==> src/urx_pkg.sv <==
// Purpose: shared constants and types of the serial receiver and its far-end transmitter
// Assumes: 10 MHz system clock, word-aligned classic Wishbone register access
// Notes:   byte offsets, field positions, reset values and state codes live here only
package urx_pkg;

   // ****************************************
   // register map (byte addresses)
   // ****************************************
   localparam logic [7:0] OFS_BAUD = 8'h00;
   localparam logic [7:0] OFS_CTRL = 8'h04;
   localparam logic [7:0] OFS_DATA = 8'h08;
   localparam logic [7:0] OFS_STAT = 8'h0C;
   localparam logic [7:0] OFS_MASK = 8'h10;

   // ****************************************
   // field positions
   // ****************************************
   localparam int unsigned BAUD_HS_BIT    = 8;
   localparam int unsigned CTL_NINTH_BIT  = 0;
   localparam int unsigned CTL_OERR_BIT   = 1;
   localparam int unsigned CTL_FERR_BIT   = 2;
   localparam int unsigned CTL_ADDRESS_DETECT_ENABLE_BIT  = 3;
   localparam int unsigned CTL_CONTINUOUS_RX_ENABLE_BIT   = 4;
   localparam int unsigned CTL_RX9_BIT    = 6;
   localparam int unsigned CTL_SERIAL_PORT_ENABLE_BIT   = 7;
   localparam int unsigned CTL_SYNC_BIT   = 8;
   localparam int unsigned CTL_FULL_BIT   = 9;
   localparam int unsigned CTL_GIE_BIT    = 10;
   localparam int unsigned CTL_PRIO_BIT   = 11;
   localparam int unsigned EV_DONE_BIT    = 0;
   localparam int unsigned EV_FERR_BIT    = 1;
   localparam int unsigned EV_OERR_BIT    = 2;

   // ****************************************
   // reset values
   // ****************************************
   localparam logic [7:0] RST_DIVISOR = 8'h00;
   localparam logic [2:0] RST_MASK    = 3'h0;

   // ****************************************
   // timing
   // ****************************************
   localparam logic [3:0] SAMPLE_PHASE = 4'h9;
   localparam logic [3:0] LAST_BIT_8   = 4'h7;
   localparam logic [3:0] LAST_BIT_9   = 4'h8;
   localparam logic [3:0] FRAME_LEN_8  = 4'hA;
   localparam logic [3:0] FRAME_LEN_9  = 4'hB;

   typedef enum logic [3:0] {
      URX_IDLE  = 4'h1,
      URX_START = 4'h2,
      URX_DATA  = 4'h4,
      URX_STOP  = 4'h8
   } urx_state_t;

endpackage

==> src/urx_link_if.sv <==
// Purpose: serial line between the remote transmitter and the receiver
// Assumes: line idles high; one driver, the far end
// Notes:   both ends share the system clock
`timescale 1ns/1ps
`default_nettype none
interface urx_link_if;
   logic serial_rx_pin;

   modport dev_mp (input serial_rx_pin);
   modport far_mp (output serial_rx_pin);
endinterface
`default_nettype wire

==> src/urx_rx.sv <==
// Purpose: asynchronous serial receiver with address detect, Wishbone registers
// Assumes: receive line synchronous to CLK; software keeps its own duties
// Notes:   x16 oversampling, 3-sample majority at phases 7..9 of each bit
//
// Notes on behaviour
// - receive pin feeds the data recovery stage
// - recovery samples line at sixteen times baud
// - main shifter advances once per bit period
// - software loads divisor and speed before enabling
// - async needs clocked-mode clear, port enable set
// - nine-bit select gives nine-bit words
// - words received only while continuous enable set
// - completion sets flag, interrupts if enabled
// - status shows ninth bit and word errors
// - low eight bits read from data register
// - clearing continuous enable clears error state
// - address-detect with nine-bit mode for multidrop
// - interrupt needs receive and global enables; overrun and framing events interrupt through mask bits 2 and 1 without bit 0
// - priority bit routes interrupt high or low
// - software reads word to check addressing
// - address-detect off passes every word
`timescale 1ns/1ps
`default_nettype none
module urx_rx (
   input  wire logic        CLK,
   input  wire logic        RST,
   input  wire logic        WB_CYC_I,
   input  wire logic        WB_STB_I,
   input  wire logic        WB_WE_I,
   input  wire logic [7:0]  WB_ADR_I,
   input  wire logic [3:0]  WB_SEL_I,
   input  wire logic [31:0] WB_DAT_I,
   output logic [31:0]      WB_DAT_O,
   output logic             WB_ACK_O,
   output logic             IRQ,
   output logic             IRQ_HIGH_PRIO,
   urx_link_if.dev_mp       LINK
);

   typedef struct packed {
      urx_pkg::urx_state_t st;
      logic [3:0]          ph;
      logic [3:0]          bitn;
      logic [8:0]          sh;
      logic [1:0]          samp;
      logic [9:0]          bcnt;
      logic [7:0]          div;
      logic                hs;
      logic                sync;
      logic                serial_port_enable;
      logic                rx9;
      logic                continuous_rx_enable;
      logic                address_detect_enable;
      logic                global_irq_enable;
      logic                prio;
      logic [7:0]          data;
      logic                ninth;
      logic                ferr;
      logic                oerr;
      logic                full;
      logic [2:0]          ev;
      logic [2:0]          mask;
      logic                ack;
      logic [31:0]         rdat;
      logic                irq;
   } urx_rx_t;

   urx_rx_t     q;
   urx_rx_t     d;
   logic        line;
   logic        run;
   logic        tick;
   logic        bitv;
   logic        done;
   logic        acc;
   logic        wr;
   logic        rd_data;
   logic        full_now;
   logic [9:0]  reload;
   logic [7:0]  w_data;
   logic        w_ninth;
   logic [2:0]  ev_set;
   logic [2:0]  ev_clr;

   function automatic logic maj3(input logic [2:0] s);
      maj3 = (s[0] & s[1]) | (s[0] & s[2]) | (s[1] & s[2]);
   endfunction

   assign line = LINK.serial_rx_pin;

   always_comb begin
      d        = q;
      acc      = WB_CYC_I & WB_STB_I & ~q.ack;
      wr       = acc & WB_WE_I & WB_SEL_I[0];
      rd_data  = acc & ~WB_WE_I & (WB_ADR_I == urx_pkg::OFS_DATA);
      run      = q.serial_port_enable & ~q.sync & q.continuous_rx_enable;
      reload   = q.hs ? {2'b00, q.div} : {q.div, 2'b11};
      tick     = (q.bcnt == 10'h000);
      bitv     = maj3({q.samp, line});
      done     = 1'b0;
      ev_set   = 3'h0;
      ev_clr   = 3'h0;
      w_data   = q.rx9 ? q.sh[7:0] : q.sh[8:1];
      w_ninth  = q.rx9 & q.sh[8];
      full_now = q.full & ~rd_data;                   // a read in the same cycle frees room

      // ****************************************
      // oversampling clock and bit recovery
      // ****************************************
      // low speed divides by four more: 64 clocks per divisor step per bit
      if (!run || tick) begin
         d.bcnt = reload;
      end else begin
         d.bcnt = q.bcnt - 10'h001;
      end

      if (run && tick) begin
         d.samp = {q.samp[0], line};
         unique case (q.st)
            urx_pkg::URX_IDLE: begin
               // halted after an overrun until reception is re-enabled
               if (!line && !q.oerr) begin
                  d.st = urx_pkg::URX_START;
                  d.ph = 4'h0;
               end
            end
            urx_pkg::URX_START: begin
               d.ph = q.ph + 4'h1;
               if (q.ph == urx_pkg::SAMPLE_PHASE) begin
                  // glitch shorter than half a bit is rejected
                  d.st   = bitv ? urx_pkg::URX_IDLE : urx_pkg::URX_DATA;
                  d.bitn = 4'h0;
               end
            end
            urx_pkg::URX_DATA: begin
               d.ph = q.ph + 4'h1;
               if (q.ph == urx_pkg::SAMPLE_PHASE) begin
                  d.sh   = {bitv, q.sh[8:1]};
                  d.bitn = q.bitn + 4'h1;
                  if (q.bitn == (q.rx9 ? urx_pkg::LAST_BIT_9 : urx_pkg::LAST_BIT_8)) begin
                     d.st = urx_pkg::URX_STOP;
                  end
               end
            end
            urx_pkg::URX_STOP: begin
               d.ph = q.ph + 4'h1;
               if (q.ph == urx_pkg::SAMPLE_PHASE) begin
                  done = 1'b1;
                  d.st = urx_pkg::URX_IDLE;
               end
            end
         endcase
      end
      if (!run) begin
         d.st = urx_pkg::URX_IDLE;
         d.ph = 4'h0;
      end

      // ****************************************
      // word completion
      // ****************************************
      if (rd_data) begin
         d.full = 1'b0;
      end
      if (done) begin
         if (q.address_detect_enable && q.rx9 && !w_ninth) begin
            d.full = full_now;
         end else if (full_now) begin
            d.oerr = 1'b1;
            ev_set[urx_pkg::EV_OERR_BIT] = 1'b1;
         end else begin
            d.data  = w_data;
            d.ninth = w_ninth;
            d.ferr  = ~bitv;
            d.full  = 1'b1;
            ev_set[urx_pkg::EV_DONE_BIT] = 1'b1;
            ev_set[urx_pkg::EV_FERR_BIT] = ~bitv;
         end
      end

      // ****************************************
      // register writes
      // ****************************************
      if (wr) begin
         unique case (WB_ADR_I)
            urx_pkg::OFS_BAUD: begin
               d.div = WB_DAT_I[7:0];
               if (WB_SEL_I[1]) begin
                  d.hs = WB_DAT_I[urx_pkg::BAUD_HS_BIT];
               end
            end
            urx_pkg::OFS_CTRL: begin
               d.address_detect_enable = WB_DAT_I[urx_pkg::CTL_ADDRESS_DETECT_ENABLE_BIT];
               d.continuous_rx_enable  = WB_DAT_I[urx_pkg::CTL_CONTINUOUS_RX_ENABLE_BIT];
               d.rx9   = WB_DAT_I[urx_pkg::CTL_RX9_BIT];
               d.serial_port_enable  = WB_DAT_I[urx_pkg::CTL_SERIAL_PORT_ENABLE_BIT];
               if (WB_SEL_I[1]) begin
                  d.sync = WB_DAT_I[urx_pkg::CTL_SYNC_BIT];
                  d.global_irq_enable  = WB_DAT_I[urx_pkg::CTL_GIE_BIT];
                  d.prio = WB_DAT_I[urx_pkg::CTL_PRIO_BIT];
               end
            end
            urx_pkg::OFS_STAT: ev_clr = WB_DAT_I[2:0];
            urx_pkg::OFS_MASK: d.mask = WB_DAT_I[2:0];
            default: ;
         endcase
      end
      if (!d.continuous_rx_enable) begin
         d.oerr = 1'b0;
         d.ferr = 1'b0;
      end
      d.ev  = (q.ev & ~ev_clr) | ev_set;              // set wins over clear
      // mask bit 0 is the receive interrupt enable
      d.irq = d.global_irq_enable & |(d.ev & d.mask);

      // ****************************************
      // bus answer
      // ****************************************
      d.ack  = acc;
      d.rdat = 32'h0000_0000;
      if (acc && !WB_WE_I) begin
         unique case (WB_ADR_I)
            urx_pkg::OFS_BAUD: d.rdat = {23'h0, q.hs, q.div};
            urx_pkg::OFS_CTRL: d.rdat = {20'h00000, q.prio, q.global_irq_enable, q.full, q.sync,
                                         q.serial_port_enable, q.rx9, 1'b0, q.continuous_rx_enable, q.address_detect_enable,
                                         q.ferr, q.oerr, q.ninth};
            urx_pkg::OFS_DATA: d.rdat = {24'h000000, q.data};
            urx_pkg::OFS_STAT: d.rdat = {29'h0, q.ev};
            urx_pkg::OFS_MASK: d.rdat = {29'h0, q.mask};
            default:           d.rdat = 32'h0000_0000;
         endcase
      end
   end

   always_ff @(posedge CLK) begin
      if (RST) begin
         q       <= '0;
         q.st    <= urx_pkg::URX_IDLE;
         q.div   <= urx_pkg::RST_DIVISOR;
         q.mask  <= urx_pkg::RST_MASK;
         q.samp  <= 2'h3;
      end else begin
         q <= d;
      end
   end

   assign WB_DAT_O      = q.rdat;
   assign WB_ACK_O      = q.ack;
   assign IRQ           = q.irq;
   assign IRQ_HIGH_PRIO = q.prio;

endmodule
`default_nettype wire

==> src/flat_wrapper.sv <==
// flat-port wrapper written by rule: the top's interface ports become plain ports
module urx_rx_flat 
  (CLK, RST, WB_CYC_I, WB_STB_I, WB_WE_I, WB_ADR_I, WB_SEL_I, WB_DAT_I, WB_DAT_O, WB_ACK_O, IRQ, IRQ_HIGH_PRIO, LINK_serial_rx_pin);
  urx_link_if LINK_i ();
  input  wire logic CLK;
  input  wire logic RST;
  input  wire logic WB_CYC_I;
  input  wire logic WB_STB_I;
  input  wire logic WB_WE_I;
  input  wire logic [7:0] WB_ADR_I;
  input  wire logic [3:0] WB_SEL_I;
  input  wire logic [31:0] WB_DAT_I;
  output logic [31:0] WB_DAT_O;
  output logic WB_ACK_O;
  output logic IRQ;
  output logic IRQ_HIGH_PRIO;
  input wire logic [$bits(LINK_i.serial_rx_pin)-1:0] LINK_serial_rx_pin;
  assign LINK_i.serial_rx_pin = LINK_serial_rx_pin;
  urx_rx u_core (.CLK(CLK), .RST(RST), .WB_CYC_I(WB_CYC_I), .WB_STB_I(WB_STB_I), .WB_WE_I(WB_WE_I), .WB_ADR_I(WB_ADR_I), .WB_SEL_I(WB_SEL_I), .WB_DAT_I(WB_DAT_I), .WB_DAT_O(WB_DAT_O), .WB_ACK_O(WB_ACK_O), .IRQ(IRQ), .IRQ_HIGH_PRIO(IRQ_HIGH_PRIO), .LINK(LINK_i));
endmodule
==> config.mk <==
export PLATFORM = sky130hd
export DESIGN_NAME = urx_rx_flat
export DESIGN_NICKNAME = d
export VERILOG_FILES = /design/src/urx_pkg.sv /design/src/urx_link_if.sv /design/src/urx_rx.sv /design/src/flat_wrapper.sv
export SDC_FILE = /design/constraint.sdc
export NUM_CORES = 1
export LEC_CHECK = 0
export BUFFER_PORTS_ARGS = -buffer_cell sky130_fd_sc_hd__buf_2
export CORE_MARGIN = 2
export CORE_UTILIZATION = 30
export DETAILED_ROUTE_END_ITERATION = 8
export MAX_ROUTING_LAYER = met4
export PLACE_DENSITY = 0.54
export SYNTH_ARGS = -nofsm -noshare
export SYNTH_HDL_FRONTEND = slang
export SYNTH_SLANG_ARGS = --single-unit
==> constraint.sdc <==
create_clock -name CLK -period 3.6 [get_ports CLK]
set_input_delay 0 -clock CLK [delete_from_list [all_inputs] [get_ports CLK]]
set_output_delay 0 -clock CLK [all_outputs]
set_load 0.02 [all_outputs]
Yosys cells after proc, flatten, opt, wreduce, memory -nomap -nowiden
Index checks and enable logic that the tools add are counted.
{"block": "op_classes", "n_addsub": 3, "multipliers": 0, "div": 0, "order_cmp": 0, "n_eq_ne": 15, "shifts": 0, "mux": 33, "bitwise_logic": 30, "n_reduce_logical": 28}
{"op": "12-bit case mux with 5 select lines", "n": 1}
{"op": "4-bit two-way mux", "n": 8}
{"op": "8-bit case mux with 4 select lines", "n": 1}
{"op": "3-bit two-way mux", "n": 7}
{"op": "10-bit two-way mux", "n": 2}
{"op": "8-bit by 4-bit == test with 1-bit output, second input constant", "n": 2}
{"op": "8-bit two-way mux", "n": 2}
{"op": "3-bit AND reduction", "n": 5}
{"op": "1-bit AND", "n": 14}
{"op": "13-bit two-way mux", "n": 1}
{"op": "10-bit zero test", "n": 1}
{"op": "2-bit by 1-bit != test with 1-bit output, second input constant", "n": 5}
{"op": "1-bit NOT", "n": 10}
{"op": "10-bit by 1-bit subtractor with 10-bit output, second input constant", "n": 1}
{"op": "4-bit by 1-bit adder with 4-bit output, second input constant", "n": 2}
{"op": "4-bit == test, second input constant", "n": 2}
{"op": "8-bit by 3-bit == test with 1-bit output, second input constant", "n": 1}
{"op": "8-bit by 5-bit == test with 1-bit output, second input constant", "n": 1}
{"op": "8-bit zero test", "n": 1}
{"op": "1-bit two-way mux", "n": 8}
{"op": "4-bit case mux with 2 select lines", "n": 1}
{"op": "3-bit AND", "n": 2}
{"op": "2-bit AND reduction", "n": 3}
{"op": "6-bit AND reduction", "n": 1}
{"op": "15 further kinds", "n": 27}
{"block": "word_totals", "register_bits": 101, "latch_bits": 0, "ramBits": 0, "rom_bits": 0, "in_bits": 50, "out_inout_bits": 35, "wordCells": 134, "n_memories": 0}

Depth between registers and ports, before layout
{"block": "depth", "depth_word": 13, "mapped_depth": 9, "mapped_depth_nobuf": 8}

Worst setup path after synthesis
No wires, ideal clock.
{"block": "synth_path", "path_type": "register to register", "start": "register u_core.q[97] (netlist bit)", "end": "register u_core.q, in the netlist u_core.IRQ", "setup_ns": 0.088, "arrival_ns": 1.994, "t_required_ns": 3.512, "slack_ns": 1.517, "path_stages_with_launch": 8, "path_buffers": 1, "period_less_slack_ns": 2.083, "cell_sequence": "dfxtp_1 or4b_2 nor4_1 and3_1 buf_6 nand2_2 a21o_1 a311oi_2"}
{"block": "synth_between", "elab_chain_cells": 8}
{"item": "start, declared", "line_no": "urx_rx.sv:68", "source": "urx_rx_t q;"}
{"item": "4-bit == test", "line_no": "urx_rx.sv:119", "source": "unique case (q.st)"}
{"item": "1-bit two-way mux", "line_no": "urx_rx.sv:119"}
{"item": "1-bit two-way mux", "line_no": "urx_rx.sv:117", "source": "if (run && tick) begin"}
{"item": "3-bit two-way mux", "line_no": "urx_rx.sv:165", "source": "if (done) begin"}
{"item": "3-bit bitwise OR", "line_no": "urx_rx.sv:212", "source": "d.ev = (q.ev & ~ev_clr) | ev_set;"}
{"item": "3-bit AND", "line_no": "urx_rx.sv:214", "source": "d.irq = d.global_irq_enable & |(d.ev & d.mask);"}
{"item": "3-bit OR reduction", "line_no": "urx_rx.sv:214"}
{"item": "1-bit AND", "line_no": "urx_rx.sv:214"}
Every way passes these cells.
A chain may end at the register's enable or synchronous reset.

Worst setup path after layout
Ends and elaborated chain as after synthesis.

==> results.md <==
- Status: completed
- Setup TNS Final: 0 ns
- Max-cap violation count: 0
- Post-synthesis cell type count: 49
- FFs w/ async S/R, synth: 0%
- Gr usage total: 13.52%
- FF-to-FF path depth: 6
- # DRC: 0
- Ys Warns: 0
- Area Growth Syn to Fin: 14.31%
- WP data required: 3.85 ns
- N_diodes: 0
- Reg clk slew, reported paths: 0.06 ns
- Area fraction in compound gates after synthesis: 13.07%
- Overflow after GRT: 0
- Initial DRC count: 184
- Starting Density: 30.49%
- Top delay family on crit path: simple AND/OR/NAND/NOR gates
- Max clock buf depth: 2
- Die Wd: 119.8 um
- Final hold viol count: 0
- First-pass DRT Iterations: 4
- Per-cell routed wire length: 13.55 um
- CTS resizes: 0
- Multiplexer share of the synthesized area: 12.54%
- Setup Viol. Count Final: 0
- Full die area: 0.01435 sq mm
- Synth Instances: 456
- Hold buffer count at CTS: 12
- Minimum hold slack: 0.01534 ns
- CTS tree: done
- Total wire length: 9025 um
- Die H: 119.8 um
- Largest family of logic cells by synthesized area: simple AND/OR/NAND/NOR gates
- Met2 usage: 22.39%
- Commonest non-fill, non-tap cell in the layout: dfxtp_1
- Largest stage delay on the critical path: 0.73 ns
- Largest net degree at the start of global routing: 63
- Setup crit end kind: flip-flop
- Cell Chain, Critical Path: or4b_2 > nor4_1 > and3_1 > nand2_2 > a21o_1 > a311oi_2
- Critical Path AT: 2.81 ns
- Slew Viols, Final: 0
- Max_slew headroom: 52.83%
- Hold wc startpoint: WB_SEL_I[1]
- Port bufs: 41
- Vias: 3203
- Most frequent cells in the layout: dfxtp_1 (81), nor2_1 (60), buf_2 (41), mux2i_1 (38), nand2_1 (37)
- Peak supply drop: 0.0002035 V
- GR met3 Demand/Resource: 2.662%
- DP Cell Count: 641
- Post-CTS Setup Bufs: 0
- RSZ-0062 raised after global routing: no
- H-tree depth: 3
- Num CTS Buffers: 9
- Max frequency: 0.3899 GHz
- Routed Antenna Nets: 0
- Post-synth EDFFs: 0
- Share of the clock period used by the worst path after layout: 71.25%
- Post-synthesis adder-cell area fraction: 1.556%
- Crit. path cell count: 6
- # IOs: 85
- Worst skew pair latency: 0.33 ns
- Initial antenna violation count: 0
- Hold EP: u_core.q[59]$_SDFFE_PP0P_
- Post-Syn Area per Cell: 8.819 sq um
- Post-synthesis register bit count: 81
- R2R Path Start: u_core.q[97]$_SDFFE_PP1P_
- Worst Setup Path Type: flip-flop to flip-flop
- Crit Path Max Fanout: 10
- Post-synthesis simple-gate area fraction: 21.72%
- Clk_skew: 0.005873 ns
- Root Buffer: clkbuf_16
- Area of the mapped netlist: 0.004021 sq mm
- GR peak layer: met2
- Synth Area in XOR/XNOR: 1.742%
- First-pass GRT wire length: 15060 um
- Worst reg2reg endpoint: u_core.IRQ$_SDFF_PP0_
- CTS Sinks: 81
- Layout cells sized above 1: 15.92%
- Number of global-route vias before repair: 3103
- Worst setup margin: 1.035 ns
- Crit-path slowest cell: or4b_2
- Worst hold path cell count: 5
- Cell row count: 42
- Global Route met1 Usage: 16.24%
- Hold WC Path Type: input pin to flip-flop
- Final Power: 0.001839 W
- Post-Place Worst Slack: 1.034 ns
- RD Place Congestion: 0.8193
- Post-DP HPWL: 6547 um
- Setup slack, reg-to-reg: 1.04 ns
- Synth Flop Type: dfxtp_1
- Fin crit period: 2.565 ns
- Leakage: 1.827 nW
- Measured slew at the worst slew-check pin: 0.7022 ns
- Nets@finish: 543
- Final cell count without fillers: 666
- Seq/Total Area, Yosys: 40.32%
- Worst path bufs/invs: 0
- Setup crit start kind: flip-flop
- Via/cell ratio: 4.809
- Core area: 0.01319 sq mm
- P per Cell Area: 400.0 mW/mm^2
==> worst register-to-register path: cells and delay by family (launching register included) <==
family             cells  cell delay (ns)
and+or+nand+nor        4             1.74
AOI/OAI and AO/OA      2             0.40
DFF                    1             0.35
==> registers in the layout, summed over array words and instances, names as in the netlist <==
signal / count
u_core.IRQ: 1
u_core.IRQ_HIGH_PRIO: 1
u_core.WB_ACK_O: 1
u_core.WB_DAT_O: 12
u_core.q: 66
==> synth_stat cells (5+ instances only) <==
| cell type | instances | share of area, % |
|---|---|---|
| a211oi_1 | 17 | 3.2 |
| a21oi_1 | 30 | 3.7 |
| and3_1 | 5 | 0.78 |
| buf_4 | 32 | 6.0 |
| clkbuf_1 | 17 | 1.6 |
| dfxtp_1 | 81 | 40 |
| ha_1 | 5 | 1.6 |
| inv_1 | 7 | 0.65 |
| mux2_2 | 11 | 3.1 |
| mux2i_1 | 38 | 9.5 |
| nand2_1 | 37 | 3.5 |
| nand3_1 | 11 | 1.4 |
| nand3b_1 | 6 | 1.1 |
| nor2_1 | 60 | 5.6 |
| nor2b_1 | 11 | 1.7 |
| nor3_1 | 9 | 1.1 |
| nor4_1 | 6 | 0.93 |
| o21ai_0 | 10 | 1.2 |
| xor2_1 | 5 | 1.1 |
==> metal layers <==
layer / wire length, um / vias up
li1: - / 1610
met1: 4173 / 1511
met2: 4399 / 66
met3: 293 / 16
met4: 159 / 0
met5: 0 / -
==> worst max-delay path by stage <==
stage / from / end / slack [ns]
6_report: u_core.q[97]$_SDFFE_PP1P_ / u_core.IRQ$_SDFF_PP0_ / 1.04
5_1_grt: u_core.q[75]$_SDFF_PP0_ / u_core.q[80]$_SDFFE_PP0P_ / 0.85
2_1_floorplan: u_core.q[97]$_SDFFE_PP1P_ / u_core.IRQ$_SDFF_PP0_ / 1.52
3_3_place_gp: u_core.q[97]$_SDFFE_PP1P_ / u_core.IRQ$_SDFF_PP0_ / 1.08
4_1_cts: u_core.q[97]$_SDFFE_PP1P_ / u_core.IRQ$_SDFF_PP0_ / 1.02
3_5_place_dp: u_core.q[97]$_SDFFE_PP1P_ / u_core.IRQ$_SDFF_PP0_ / 1.03
==> cells by family (layout without fill, tap and decap cells) <==
group           count (synthesis)  after routing
xor+xnor                        8              8
compound gates                 78             78
mux                            49             49
simple gates                  173            173
fa+ha+maj                       5              5
flops                          81             81
other cells                     1             20
buf+inv                        61             76
==> final cells by class <==
cell class                      instances  area [sq um]
Clock buffer                           13         270.3
Fill cell                            1355          8593
Inverter                                7         26.28
Multi-Input combinational cell        333          2111
Sequential cell                        81          1622
Tap cell                              176         220.2
Timing Repair Buffer                   56         347.8
==> power by group <==
part	switching, W	internal [W]
logic	0.0000621	0.0000312
registers	0.00000123	0.000898
clock network	0.000334	0.000512
total	0.000397	0.00144
==> stage by stage <==
stage | cell area (sq um) | util, %
finish | 4597 | 34.85
global route | 4597 | 34.85
CTS | 4597 | 34.85
detailed placement | 4207 | 31.89
global placement | 4207 | 31.89
floorplan | 4093 | -
(Power assumes the default switching activity.)
